## config.mk

```make
export PLATFORM = sky130hd
export DESIGN_NAME = dspid_decode
export DESIGN_NICKNAME = d
export VERILOG_FILES = /design/src/rtl/dspid_pkg.sv /design/src/rtl/dspid_decode.sv
export SDC_FILE = /design/constraint.sdc
export NUM_CORES = 1
export LEC_CHECK = 0
export BUFFER_PORTS_ARGS = -buffer_cell sky130_fd_sc_hd__buf_2
export CAP_MARGIN = 15
export CORE_MARGIN = 2
export CORE_UTILIZATION = 45
export DETAILED_ROUTE_END_ITERATION = 6
export MAX_ROUTING_LAYER = met4
export PLACE_DENSITY = 0.71
export SLEW_MARGIN = 5
export SYNTH_ARGS = -nofsm -noshare
export SYNTH_HDL_FRONTEND = slang
export SYNTH_SLANG_ARGS = --single-unit
```

## constraint.sdc

```tcl
create_clock -name clk -period 2.95 [get_ports clk]
set_input_delay 0 -clock clk [delete_from_list [all_inputs] [get_ports clk]]
set_output_delay 0 -clock clk [all_outputs]
set_load 0.1 [all_outputs]
```

## src/rtl/dspid_pkg.sv

```systemverilog
package dspid_pkg;
	localparam int WORD_W = 16;
	localparam logic [15:0] PC_RESET = 16'h0000;
	localparam logic [2:0] CYC_ONE = 3'h1;
	localparam logic [2:0] CYC_TWO = 3'h2;
	localparam logic [2:0] CYC_THREE = 3'h3;
	localparam logic [2:0] CYC_FOUR = 3'h4;
	// high byte patterns
	localparam logic [7:0] HB_LD_MULT_STORE = 8'h71;
	localparam logic [7:0] HB_LD_MULT_SUB = 8'h74;
	localparam logic [7:0] HB_MULT_ACC = 8'ha2;
	localparam logic [7:0] HB_MULT_ACC_MOVE = 8'ha3;
	localparam logic [7:0] HB_MOD_AUX = 8'h8b;
	localparam logic [7:0] HB_MULT = 8'h54;
	localparam logic [7:0] HB_MULT_ADD = 8'h50;
	localparam logic [7:0] HB_MULT_SUB = 8'h51;
	localparam logic [7:0] HB_NORM = 8'ha0;
	localparam logic [7:0] HB_POP_MEM = 8'h8a;
	localparam logic [7:0] HB_PUSH_MEM = 8'h76;
	localparam logic [7:0] HB_REPEAT_IMM = 8'hbb;
	localparam logic [7:0] HB_REPEAT_MEM = 8'h0b;
	localparam logic [7:0] HB_SQR_SUB = 8'h53;
	localparam logic [7:0] HB_SQR_ADD = 8'h52;
	localparam logic [7:0] HB_STORE_LONG = 8'hae;
	localparam logic [7:0] HB_SUB_BORROW = 8'h64;
	localparam logic [7:0] HB_SUB_NOSX = 8'h66;
	localparam logic [7:0] HB_ZERO_LOAD_RND = 8'h68;
	localparam logic [7:0] HB_PROD_SHIFT = 8'hbf;
	localparam logic [7:0] HB_MISC = 8'hbe;
	localparam logic [4:0] LB_LOAD_ARP = 5'h11;
	localparam logic [11:0] TOP_OR_IMM = 12'hbfc;
	localparam logic [11:0] TOP_XOR_IMM = 12'hbfd;
	localparam logic [11:0] TOP_STATUS = 12'hbe4;
	localparam logic [2:0] TOP3_MULT_IMM = 3'h6;
	localparam logic [3:0] TOP4_STORE_ACC = 4'h9;
	localparam logic [5:0] TOP6_COND_RET = 6'h3b;
	localparam logic [15:0] W_OR_16 = 16'hbe82;
	localparam logic [15:0] W_XOR_16 = 16'hbe83;
	localparam logic [15:0] W_PROD_TO_ACC = 16'hbe03;
	localparam logic [15:0] W_POP_ACC = 16'hbe32;
	localparam logic [15:0] W_PUSH_ACC = 16'hbe3c;
	localparam logic [15:0] W_RETURN = 16'hef00;
	typedef enum logic [5:0] {
		DSPID_OP_NONE,
		DSPID_OP_LOAD_MULT_STORE_PRODUCT,
		DSPID_OP_LOAD_MULT_SUB_PRODUCT,
		DSPID_OP_MULTIPLY_ACCUMULATE,
		DSPID_OP_MULTIPLY_ACCUMULATE_MOVE,
		DSPID_OP_LOAD_ARP,
		DSPID_OP_MODIFY_AUX_REGISTER,
		DSPID_OP_MULTIPLY_OP,
		DSPID_OP_MULTIPLY_IMM,
		DSPID_OP_MULTIPLY_ADD_PREV,
		DSPID_OP_MULTIPLY_SUB_PREV,
		DSPID_OP_NORMALIZE,
		DSPID_OP_OR_IMM,
		DSPID_OP_OR_IMM16,
		DSPID_OP_PRODUCT_TO_ACC,
		DSPID_OP_POP_TO_MEMORY,
		DSPID_OP_POP_TO_ACC,
		DSPID_OP_PUSH_FROM_ACC,
		DSPID_OP_PUSH_FROM_MEMORY,
		DSPID_OP_COND_RETURN,
		DSPID_OP_RETURN,
		DSPID_OP_REPEAT_NEXT,
		DSPID_OP_STORE_ACC_HIGH,
		DSPID_OP_STORE_ACC_LOW,
		DSPID_OP_SET_STATUS_CONTROL,
		DSPID_OP_SQUARE_SUB_PREV,
		DSPID_OP_SQUARE_ADD_PREV,
		DSPID_OP_STORE_LONG_CONSTANT,
		DSPID_OP_SUBTRACT_BORROW,
		DSPID_OP_SUBTRACT_NO_SIGNEXT,
		DSPID_OP_XOR_IMM,
		DSPID_OP_XOR_IMM16,
		DSPID_OP_ZERO_LOAD_HIGH_ROUND,
		DSPID_OP_SET_PRODUCT_SHIFT
	} dspid_op_t;
	typedef enum logic [3:0] {
		DSPID_ST_ENABLE_INT = 4'h0,
		DSPID_ST_DISABLE_INT = 4'h1,
		DSPID_ST_CLR_OVM = 4'h2,
		DSPID_ST_SET_OVM = 4'h3,
		DSPID_ST_BLOCK_DATA = 4'h4,
		DSPID_ST_BLOCK_PROG = 4'h5,
		DSPID_ST_CLR_SXM = 4'h6,
		DSPID_ST_SET_SXM = 4'h7,
		DSPID_ST_CLR_TC = 4'ha,
		DSPID_ST_SET_TC = 4'hb,
		DSPID_ST_CLR_EXT_FLAG = 4'hc,
		DSPID_ST_SET_EXT_FLAG = 4'hd,
		DSPID_ST_CLR_C = 4'he,
		DSPID_ST_SET_C = 4'hf
	} dspid_status_t;
	typedef enum {
		DSPID_S_FIRST,
		DSPID_S_SECOND
	} dspid_state_t;
endpackage

```

## src/rtl/dspid_decode.sv

```systemverilog
// Notes on behaviour
// - 0111 0001 plus address: load multiplicand, product to accumulator; 1 word 1 cycle.
// - 0111 0100 plus address: load multiplicand, subtract product; 1 word 1 cycle.
// - 1010 0010 and 1010 0011: multiply-accumulate forms, 2 words 3 cycles.
// - 1000 1011 1000 1xxx loads pointer; other 1000 1011 modifies aux register.
// - 0101 0100 multiply by operand; 110 plus 13-bit immediate multiplies immediate.
// - 0101 0000: multiply and add previous product, one cycle.
// - 0101 0001: multiply and subtract previous product, one cycle.
// - 1010 0000 plus address: normalize accumulator, one cycle.
// - 1011 1111 1100 shift, or be82: OR immediate, 2 words 2 cycles.
// - word be03 copies product register into accumulator, one cycle.
// - 1000 1010 pops stack to memory; be32 pops to low accumulator.
// - be3c pushes low accumulator; 0111 0110 pushes memory word.
// - 1110 11 conditional return, 4 cycles taken, 2 not; ef00 return 4.
// - 1011 1011 immediate or 0000 1011 memory count repeats next instruction.
// - 1001 select shift: store accumulator high when select 1, low when 0.
// - 1011 1110 0100 nibble chooses a status action, one cycle each; nibbles 8 and 9 decode as illegal.
// - 0101 0011 square subtract previous; 0101 0010 square accumulate.
// - 1010 1110: two words, writes second-word constant to memory.
// - 0110 0100 subtract with borrow; 0110 0110 subtract without sign extension.
// - 1011 1111 1101 shift, or be83: XOR immediate, 2 words 2 cycles.
// - 0110 1000: zero low, load high accumulator, round, one cycle.
// - 1011 1111 plus address: write product shift mode, one cycle.
module dspid_decode #(
	parameter int WORD_W = dspid_pkg::WORD_W
) (
	input wire logic clk,
	input wire logic rst_n,
	input wire logic fetch_valid,
	input wire logic [WORD_W-1:0] fetch_word,
	input wire logic cond_true,
	output logic fetch_ready_r,
	output logic [15:0] pc_r,
	output logic issue_valid_r,
	output dspid_pkg::dspid_op_t op_r,
	output logic [2:0] cycles_r,
	output logic two_word_r,
	output logic [WORD_W-1:0] long_const_r,
	output logic indirect_r,
	output logic [6:0] direct_offset_r,
	output logic [7:0] indirect_ctrl_r,
	output logic [2:0] aux_reg_index_r,
	output logic [3:0] shift_count_field_r,
	output logic [12:0] immediate_r,
	output logic [1:0] condition_type_field_r,
	output logic [7:0] condition_mask_field_r,
	output dspid_pkg::dspid_status_t status_action_r,
	output logic illegal_r
);
	dspid_pkg::dspid_state_t state_r;
	dspid_pkg::dspid_op_t op_nxt;
	logic two_nxt;
	logic [2:0] cyc_nxt;
	logic [7:0] hb;
	logic [15:0] w;
	logic legal_nxt;

	assign w = fetch_word[15:0];
	assign hb = w[15:8];

	always_comb
	begin
		op_nxt = dspid_pkg::DSPID_OP_NONE;
		two_nxt = 1'b0;
		cyc_nxt = dspid_pkg::CYC_ONE;
		legal_nxt = 1'b1;
		// full-word forms first
		if (w == dspid_pkg::W_OR_16)
		begin
			op_nxt = dspid_pkg::DSPID_OP_OR_IMM16;
			two_nxt = 1'b1;
			cyc_nxt = dspid_pkg::CYC_TWO;
		end
		else if (w == dspid_pkg::W_XOR_16)
		begin
			op_nxt = dspid_pkg::DSPID_OP_XOR_IMM16;
			two_nxt = 1'b1;
			cyc_nxt = dspid_pkg::CYC_TWO;
		end
		else if (w == dspid_pkg::W_PROD_TO_ACC)
			op_nxt = dspid_pkg::DSPID_OP_PRODUCT_TO_ACC;
		else if (w == dspid_pkg::W_POP_ACC)
			op_nxt = dspid_pkg::DSPID_OP_POP_TO_ACC;
		else if (w == dspid_pkg::W_PUSH_ACC)
			op_nxt = dspid_pkg::DSPID_OP_PUSH_FROM_ACC;
		else if (w == dspid_pkg::W_RETURN)
		begin
			op_nxt = dspid_pkg::DSPID_OP_RETURN;
			cyc_nxt = dspid_pkg::CYC_FOUR;
		end
		else if (w[15:4] == dspid_pkg::TOP_STATUS && w[3:0] != 4'h8 && w[3:0] != 4'h9)
			op_nxt = dspid_pkg::DSPID_OP_SET_STATUS_CONTROL;
		else if (w[15:4] == dspid_pkg::TOP_OR_IMM)
		begin
			op_nxt = dspid_pkg::DSPID_OP_OR_IMM;
			two_nxt = 1'b1;
			cyc_nxt = dspid_pkg::CYC_TWO;
		end
		else if (w[15:4] == dspid_pkg::TOP_XOR_IMM)
		begin
			op_nxt = dspid_pkg::DSPID_OP_XOR_IMM;
			two_nxt = 1'b1;
			cyc_nxt = dspid_pkg::CYC_TWO;
		end
		else if (hb == dspid_pkg::HB_MOD_AUX && w[7:3] == dspid_pkg::LB_LOAD_ARP)
			op_nxt = dspid_pkg::DSPID_OP_LOAD_ARP;
		else if (w[15:10] == dspid_pkg::TOP6_COND_RET)
		begin
			op_nxt = dspid_pkg::DSPID_OP_COND_RETURN;
			cyc_nxt = cond_true ? dspid_pkg::CYC_FOUR : dspid_pkg::CYC_TWO;
		end
		else if (w[15:13] == dspid_pkg::TOP3_MULT_IMM)
			op_nxt = dspid_pkg::DSPID_OP_MULTIPLY_IMM;
		else if (w[15:12] == dspid_pkg::TOP4_STORE_ACC)
			op_nxt = w[11] ? dspid_pkg::DSPID_OP_STORE_ACC_HIGH : dspid_pkg::DSPID_OP_STORE_ACC_LOW;
		else
		begin
			unique case (hb)
				dspid_pkg::HB_LD_MULT_STORE: op_nxt = dspid_pkg::DSPID_OP_LOAD_MULT_STORE_PRODUCT;
				dspid_pkg::HB_LD_MULT_SUB: op_nxt = dspid_pkg::DSPID_OP_LOAD_MULT_SUB_PRODUCT;
				dspid_pkg::HB_MULT_ACC, dspid_pkg::HB_MULT_ACC_MOVE:
				begin
					op_nxt = (hb == dspid_pkg::HB_MULT_ACC) ? dspid_pkg::DSPID_OP_MULTIPLY_ACCUMULATE
						: dspid_pkg::DSPID_OP_MULTIPLY_ACCUMULATE_MOVE;
					two_nxt = 1'b1;
					cyc_nxt = dspid_pkg::CYC_THREE;
				end
				dspid_pkg::HB_MOD_AUX: op_nxt = dspid_pkg::DSPID_OP_MODIFY_AUX_REGISTER;
				dspid_pkg::HB_MULT: op_nxt = dspid_pkg::DSPID_OP_MULTIPLY_OP;
				dspid_pkg::HB_MULT_ADD: op_nxt = dspid_pkg::DSPID_OP_MULTIPLY_ADD_PREV;
				dspid_pkg::HB_MULT_SUB: op_nxt = dspid_pkg::DSPID_OP_MULTIPLY_SUB_PREV;
				dspid_pkg::HB_NORM: op_nxt = dspid_pkg::DSPID_OP_NORMALIZE;
				dspid_pkg::HB_POP_MEM: op_nxt = dspid_pkg::DSPID_OP_POP_TO_MEMORY;
				dspid_pkg::HB_PUSH_MEM: op_nxt = dspid_pkg::DSPID_OP_PUSH_FROM_MEMORY;
				dspid_pkg::HB_REPEAT_IMM, dspid_pkg::HB_REPEAT_MEM:
					op_nxt = dspid_pkg::DSPID_OP_REPEAT_NEXT;
				dspid_pkg::HB_SQR_SUB: op_nxt = dspid_pkg::DSPID_OP_SQUARE_SUB_PREV;
				dspid_pkg::HB_SQR_ADD: op_nxt = dspid_pkg::DSPID_OP_SQUARE_ADD_PREV;
				dspid_pkg::HB_STORE_LONG:
				begin
					op_nxt = dspid_pkg::DSPID_OP_STORE_LONG_CONSTANT;
					two_nxt = 1'b1;
					cyc_nxt = dspid_pkg::CYC_TWO;
				end
				dspid_pkg::HB_SUB_BORROW: op_nxt = dspid_pkg::DSPID_OP_SUBTRACT_BORROW;
				dspid_pkg::HB_SUB_NOSX: op_nxt = dspid_pkg::DSPID_OP_SUBTRACT_NO_SIGNEXT;
				dspid_pkg::HB_ZERO_LOAD_RND: op_nxt = dspid_pkg::DSPID_OP_ZERO_LOAD_HIGH_ROUND;
				dspid_pkg::HB_PROD_SHIFT: op_nxt = dspid_pkg::DSPID_OP_SET_PRODUCT_SHIFT;
				default: legal_nxt = 1'b0;
			endcase
		end
	end

	// second word sequencing
	always_ff @(posedge clk or negedge rst_n)
	begin
		if (!rst_n)
			state_r <= dspid_pkg::DSPID_S_FIRST;
		else if (fetch_valid)
		begin
			unique case (state_r)
				dspid_pkg::DSPID_S_FIRST:
					if (two_nxt)
						state_r <= dspid_pkg::DSPID_S_SECOND;
				dspid_pkg::DSPID_S_SECOND:
					state_r <= dspid_pkg::DSPID_S_FIRST;
			endcase
		end
	end

	// one word per accepted fetch gives plus two across both words
	always_ff @(posedge clk or negedge rst_n)
	begin
		if (!rst_n)
			pc_r <= dspid_pkg::PC_RESET;
		else if (fetch_valid)
			pc_r <= pc_r + 16'h0001;
	end

	always_ff @(posedge clk or negedge rst_n)
	begin
		if (!rst_n)
			fetch_ready_r <= 1'b0;
		else
			fetch_ready_r <= 1'b1;
	end

	// issue stage
	always_ff @(posedge clk or negedge rst_n)
	begin
		if (!rst_n)
		begin
			issue_valid_r <= 1'b0;
			op_r <= dspid_pkg::DSPID_OP_NONE;
			cycles_r <= dspid_pkg::CYC_ONE;
			two_word_r <= 1'b0;
			long_const_r <= '0;
			illegal_r <= 1'b0;
			indirect_r <= 1'b0;
			direct_offset_r <= 7'h00;
			indirect_ctrl_r <= 8'h00;
			aux_reg_index_r <= 3'h0;
			shift_count_field_r <= 4'h0;
			immediate_r <= 13'h0000;
			condition_type_field_r <= 2'h0;
			condition_mask_field_r <= 8'h00;
			status_action_r <= dspid_pkg::DSPID_ST_ENABLE_INT;
		end
		else if (fetch_valid && state_r == dspid_pkg::DSPID_S_SECOND)
		begin
			issue_valid_r <= 1'b1;
			long_const_r <= fetch_word;
		end
		else if (fetch_valid && two_nxt)
		begin
			issue_valid_r <= 1'b0;
			op_r <= op_nxt;
			cycles_r <= cyc_nxt;
			two_word_r <= 1'b1;
			illegal_r <= 1'b0;
			shift_count_field_r <= w[3:0];
			indirect_r <= w[7];
			direct_offset_r <= w[6:0];
			indirect_ctrl_r <= w[7:0];
		end
		else if (fetch_valid)
		begin
			issue_valid_r <= legal_nxt;
			op_r <= op_nxt;
			cycles_r <= cyc_nxt;
			two_word_r <= 1'b0;
			long_const_r <= '0;
			illegal_r <= ~legal_nxt;
			indirect_r <= w[7];
			direct_offset_r <= w[6:0];
			indirect_ctrl_r <= w[7:0];
			aux_reg_index_r <= w[2:0];
			shift_count_field_r <= (w[15:12] == dspid_pkg::TOP4_STORE_ACC) ? {1'b0, w[10:8]} : w[3:0];
			immediate_r <= w[12:0];
			condition_type_field_r <= w[9:8];
			condition_mask_field_r <= w[7:0];
			status_action_r <= dspid_pkg::dspid_status_t'(w[3:0]);
		end
		else
		begin
			issue_valid_r <= 1'b0;
			illegal_r <= 1'b0;
		end
	end

	property p_mult_acc_cycles;
		@(posedge clk) disable iff (!rst_n)
		(issue_valid_r && op_r == dspid_pkg::DSPID_OP_MULTIPLY_ACCUMULATE) |-> cycles_r == 3'h3 && two_word_r;
	endproperty
	a_mult_acc_cycles: assert property (p_mult_acc_cycles) else $error("multiply-accumulate cycle count wrong");

	property p_load_store_prod;
		@(posedge clk) disable iff (!rst_n)
		(fetch_valid && state_r == dspid_pkg::DSPID_S_FIRST && fetch_word[15:8] == 8'h71)
			|=> issue_valid_r && op_r == dspid_pkg::DSPID_OP_LOAD_MULT_STORE_PRODUCT;
	endproperty
	a_load_store_prod: assert property (p_load_store_prod) else $error("load store product misdecoded");

	property p_load_sub_prod;
		@(posedge clk) disable iff (!rst_n)
		(fetch_valid && state_r == dspid_pkg::DSPID_S_FIRST && fetch_word[15:8] == 8'h74)
			|=> op_r == dspid_pkg::DSPID_OP_LOAD_MULT_SUB_PRODUCT && cycles_r == 3'h1;
	endproperty
	a_load_sub_prod: assert property (p_load_sub_prod) else $error("load sub product misdecoded");

	property p_two_word_issue;
		@(posedge clk) disable iff (!rst_n)
		(fetch_valid && state_r == dspid_pkg::DSPID_S_FIRST && two_nxt) ##1 fetch_valid
			|=> issue_valid_r && long_const_r == $past(fetch_word) && pc_r == $past(pc_r, 2) + 16'h0002;
	endproperty
	a_two_word_issue: assert property (p_two_word_issue) else $error("second word handling wrong");

	property p_ret_cond;
		@(posedge clk) disable iff (!rst_n)
		(fetch_valid && state_r == dspid_pkg::DSPID_S_FIRST && fetch_word[15:10] == 6'h3b
			&& fetch_word != 16'hef00)
			|=> cycles_r == ($past(cond_true) ? 3'h4 : 3'h2);
	endproperty
	a_ret_cond: assert property (p_ret_cond) else $error("conditional return timing wrong");

	property p_store_half;
		@(posedge clk) disable iff (!rst_n)
		(fetch_valid && state_r == dspid_pkg::DSPID_S_FIRST && fetch_word[15:12] == 4'h9)
			|=> op_r == ($past(fetch_word[11]) ? dspid_pkg::DSPID_OP_STORE_ACC_HIGH
				: dspid_pkg::DSPID_OP_STORE_ACC_LOW);
	endproperty
	a_store_half: assert property (p_store_half) else $error("store half select wrong");

	property p_addr_split;
		@(posedge clk) disable iff (!rst_n)
		(fetch_valid && state_r == dspid_pkg::DSPID_S_FIRST)
			|=> indirect_r == $past(fetch_word[7]) && direct_offset_r == $past(fetch_word[6:0]);
	endproperty
	a_addr_split: assert property (p_addr_split) else $error("address field split wrong");

	property p_store_long;
		@(posedge clk) disable iff (!rst_n)
		(fetch_valid && state_r == dspid_pkg::DSPID_S_FIRST && fetch_word[15:8] == 8'hae)
			|=> !issue_valid_r ##1 (op_r == dspid_pkg::DSPID_OP_STORE_LONG_CONSTANT && cycles_r == 3'h2);
	endproperty
	a_store_long: assert property (p_store_long) else $error("store long constant wrong");

	property p_prod_to_acc;
		@(posedge clk) disable iff (!rst_n)
		(fetch_valid && state_r == dspid_pkg::DSPID_S_FIRST && fetch_word == 16'hbe03)
			|=> op_r == dspid_pkg::DSPID_OP_PRODUCT_TO_ACC && !two_word_r;
	endproperty
	a_prod_to_acc: assert property (p_prod_to_acc) else $error("product to accumulator wrong");

	c_two_word: cover property (@(posedge clk) disable iff (!rst_n) issue_valid_r && two_word_r);
	c_ret_taken: cover property (@(posedge clk) disable iff (!rst_n)
		issue_valid_r && op_r == dspid_pkg::DSPID_OP_COND_RETURN && cycles_r == 3'h4);
	c_illegal: cover property (@(posedge clk) disable iff (!rst_n) illegal_r);
endmodule

```

==> flow_summary.ini <==
[outcome]
status = complete, no violations

[cells_and_area]
area_delta_synth_final_pct = 18.00
n_antenna_cell = 0
nNetsFinal = 492
drive_gt1_share_pct = 32.56

[sta]
fmax_ghz = 0.4256
fin_skew_ps = 9.686
drv_slew = 0
max_slew.worst_pin.slew_ps = 896.8
setup_tns_ps = 0
setup_viol = 0
maxSlewHeadroom_pct = 40.22
fin_ws_ps = 600.2
finalCritPeriodShare_pct = 79.66
fin_crit_ps = 2350
rsz0062_at_grt = false
hold_viol = 0

[yosys]
synth_common_cells = dfrtp_1 (70), nand2_1 (53), buf_4 (26)
ys_ff_latch = 71
yosysMostFrequentCell = dfrtp_1
synth-compound-area-share_pct = 13.61
synthAdderAreaFrac_pct = 0.3327
synth_top_family_by_area = simple AND/OR/NAND/NOR gates
synth_simple_gate_area_share_pct = 22.19
yosysSeqAreaShare_pct = 47.27
syn_inst = 386
synthFlopType = dfrtp_1
synthArstFlopShare_pct = 100.0
syn_nets = 407
synthTopCellsByArea = dfrtp_1 (47%), nand2_1 (5.3%), buf_4 (5.2%), xnor2_1 (3.0%), a22o_1 (2.8%)
ys_warn_count = 0
synthMuxAreaShare_pct = 3.493
synth_largest_area_cell = dfrtp_1
synth_edf_count = 0
synth_top_area_share_pct = 46.57
syn_area_per_cell_um2 = 9.744
synth_xor_area_share_pct = 3.959
synth.distinct_cells = 62
syn_area_um2 = 3761

[floorplanning]
die_w_um = 95.42
num_rows = 33
core_um2 = 8175
io_pins = 115
initial_core_util_pct = 46.01
die_h_um = 95.42
dieArea_um2 = 9105

[clocking]
htreeDepth = 3
clock_latency_ps = 340
cts_buffers = 9
root_buffer = clkbuf_8
clock_path_buffers = 2
clk_pin_slew_ps = 70
clock_sinks = 71
cts_tree = done

[detailed_routing]
drc = 0
initialDrtViolationCount = 227
wirelength_mm = 10.15
ant_nets = 0
num_vias = 3192
firstDrtPassIters = 4
post_drt_wl_per_cell_um = 17.56
vias_per_cell = 5.522

[worst_setup_path]
end_kind = flop
reg2reg_depth = 6
start_kind = input pin
cp_max_fo = 11
worstPathRequired_ps = 3170
critPathKind = input pin to flop
worst-endpoint-arrival_ps = 2570

[job]
drv_cap = 0

[hold_path]
hp-class = input pin to flop
whs_path_depth = 3

[pwr]
p_per_area_nw_per_um2 = 736.9
p_leak_nw = 2.171
max-vdd-ir-drop_uv = 434.4

[global_routing]
grt_max_degree = 72
grt_first_pass_wirelength_mm = 15.94
first_global_vias = 3130
antenna_found_initial = 0
grt.total_usage_pct = 23.82
grt.overflow.total = 0

[place]
place.detailed.hpwl_mm = 7.265
routabilityCongestion = 1.024
port_buffers = 114
place_ws_ps = 794.8
==> what timing repair did <==
item	CTS	global route
hold buffers	9	0
resized for setup	0	0
setup endpoints to repair	0	0
endpoints found under the hold margin	80	0
setup buffers	0	0
==> report_power, final <==
| group | switching [mW] | leakage, nW | internal, mW |
|---|---|---|---|
| sequential | 0.0883 | 0.909 | 1.07 |
| clock | 0.338 | 0.0902 | 0.359 |
| combinational | 1.21 | 1.17 | 0.208 |
| total | 1.63 | 2.17 | 1.64 |
==> routing by layer <==
layer	global-route usage, %	wire length, um	vias up
met2	37.38	4925	114
met3	4.585	556	18
met1	30.20	4462	1555
met4	10.36	204	0
met5	-	0	-
li1	-	-	1505
==> flip-flops by register name, summed over array words and instances (netlist names) <==
name / count
state_r: 1
pc_r: 16
shift_count_field_r: 4
issue_valid_r: 1
illegal_r: 1
indirect_r: 1
direct_offset_r: 6
cycles_r: 3
op_r: 6
two_word_r: 1
immediate_r: 11
indirect_ctrl_r: 1
long_const_r: 16
fetch_ready_r: 1
aux_reg_index_r: 2
==> kinds of logic after synthesis <==
| group | after synthesis |
|---|---|
| flops | 71 |
| other cells | 1 |
| compound gates | 70 |
| simple gates | 155 |
| fa+ha+maj | 1 |
| buf+inv | 59 |
| xor+xnor | 17 |
| mux | 12 |
==> worst paths after layout <==
path	from	endpoint	slack, ps
max	fetch_word[4]	immediate_r[5]	600
min	fetch_word[0]	direct_offset_r[0]	30
max reg2reg	state_r[0]	immediate_r[11]	1020
min reg2reg	pc_r[15]	pc_r[15]	470
max in group asynchronous	rst_n	cycles_r[2]	2030
min in group asynchronous	rst_n	pc_r[11]	340
==> cells in the final DEF, fill, tap and decap left out, drive strengths merged, types with 3 or more instances in the layout <==
cell,count
xor2,4
a21oi,13
and3,4
buf,118
nand2,53
nand2b,7
nor3,18
xnor2,13
o21ai,17
nor4,7
clkbuf,12
nand3,8
nand3b,4
nor4bb,3
nand4,6
mux2,9
dlygate4sd3,9
mux2i,3
nor3b,3
nand4bb,5
a22o,17
inv,6
dfrtp,70
nor2,23
==> cell type report <==
| type | count | area, um2 |
|---|---|---|
| clock inverters | 1 | 5.005 |
| well taps | 105 | 131.4 |
| multi-input cells | 256 | 1643 |
| repair buffers | 127 | 693.2 |
| clock buffers | 12 | 165.2 |
| flip-flops and latches | 71 | 1778 |
| fillers | 792 | 3737 |
| inverters | 6 | 22.52 |
==> worst max-delay path: stages <==
cell	delay, ps
dlygate4sd3_1	530
buf_2	180
or4b_4	580
nor4_4	360
o21ai_2	90
nand3_1	410
mux2_2	410
==> stage by stage <==
step | std cells | power, mW | area (um2) | utilization (%) | hold slack (ps)
after floorplan | 386 | 2.396 | 3761 | - | -295.6
after global placement | 556 | 2.572 | 4178 | 51.10 | 164.3
after detailed placement | 556 | 2.585 | 4178 | 51.10 | 186.8
after CTS | 578 | 3.301 | 4438 | 54.29 | 11.17
after global routing | 578 | 3.404 | 4438 | 54.29 | 25.00
final | 578 | 3.270 | 4438 | 54.29 | 34.39
(Power assumes the default switching activity.)
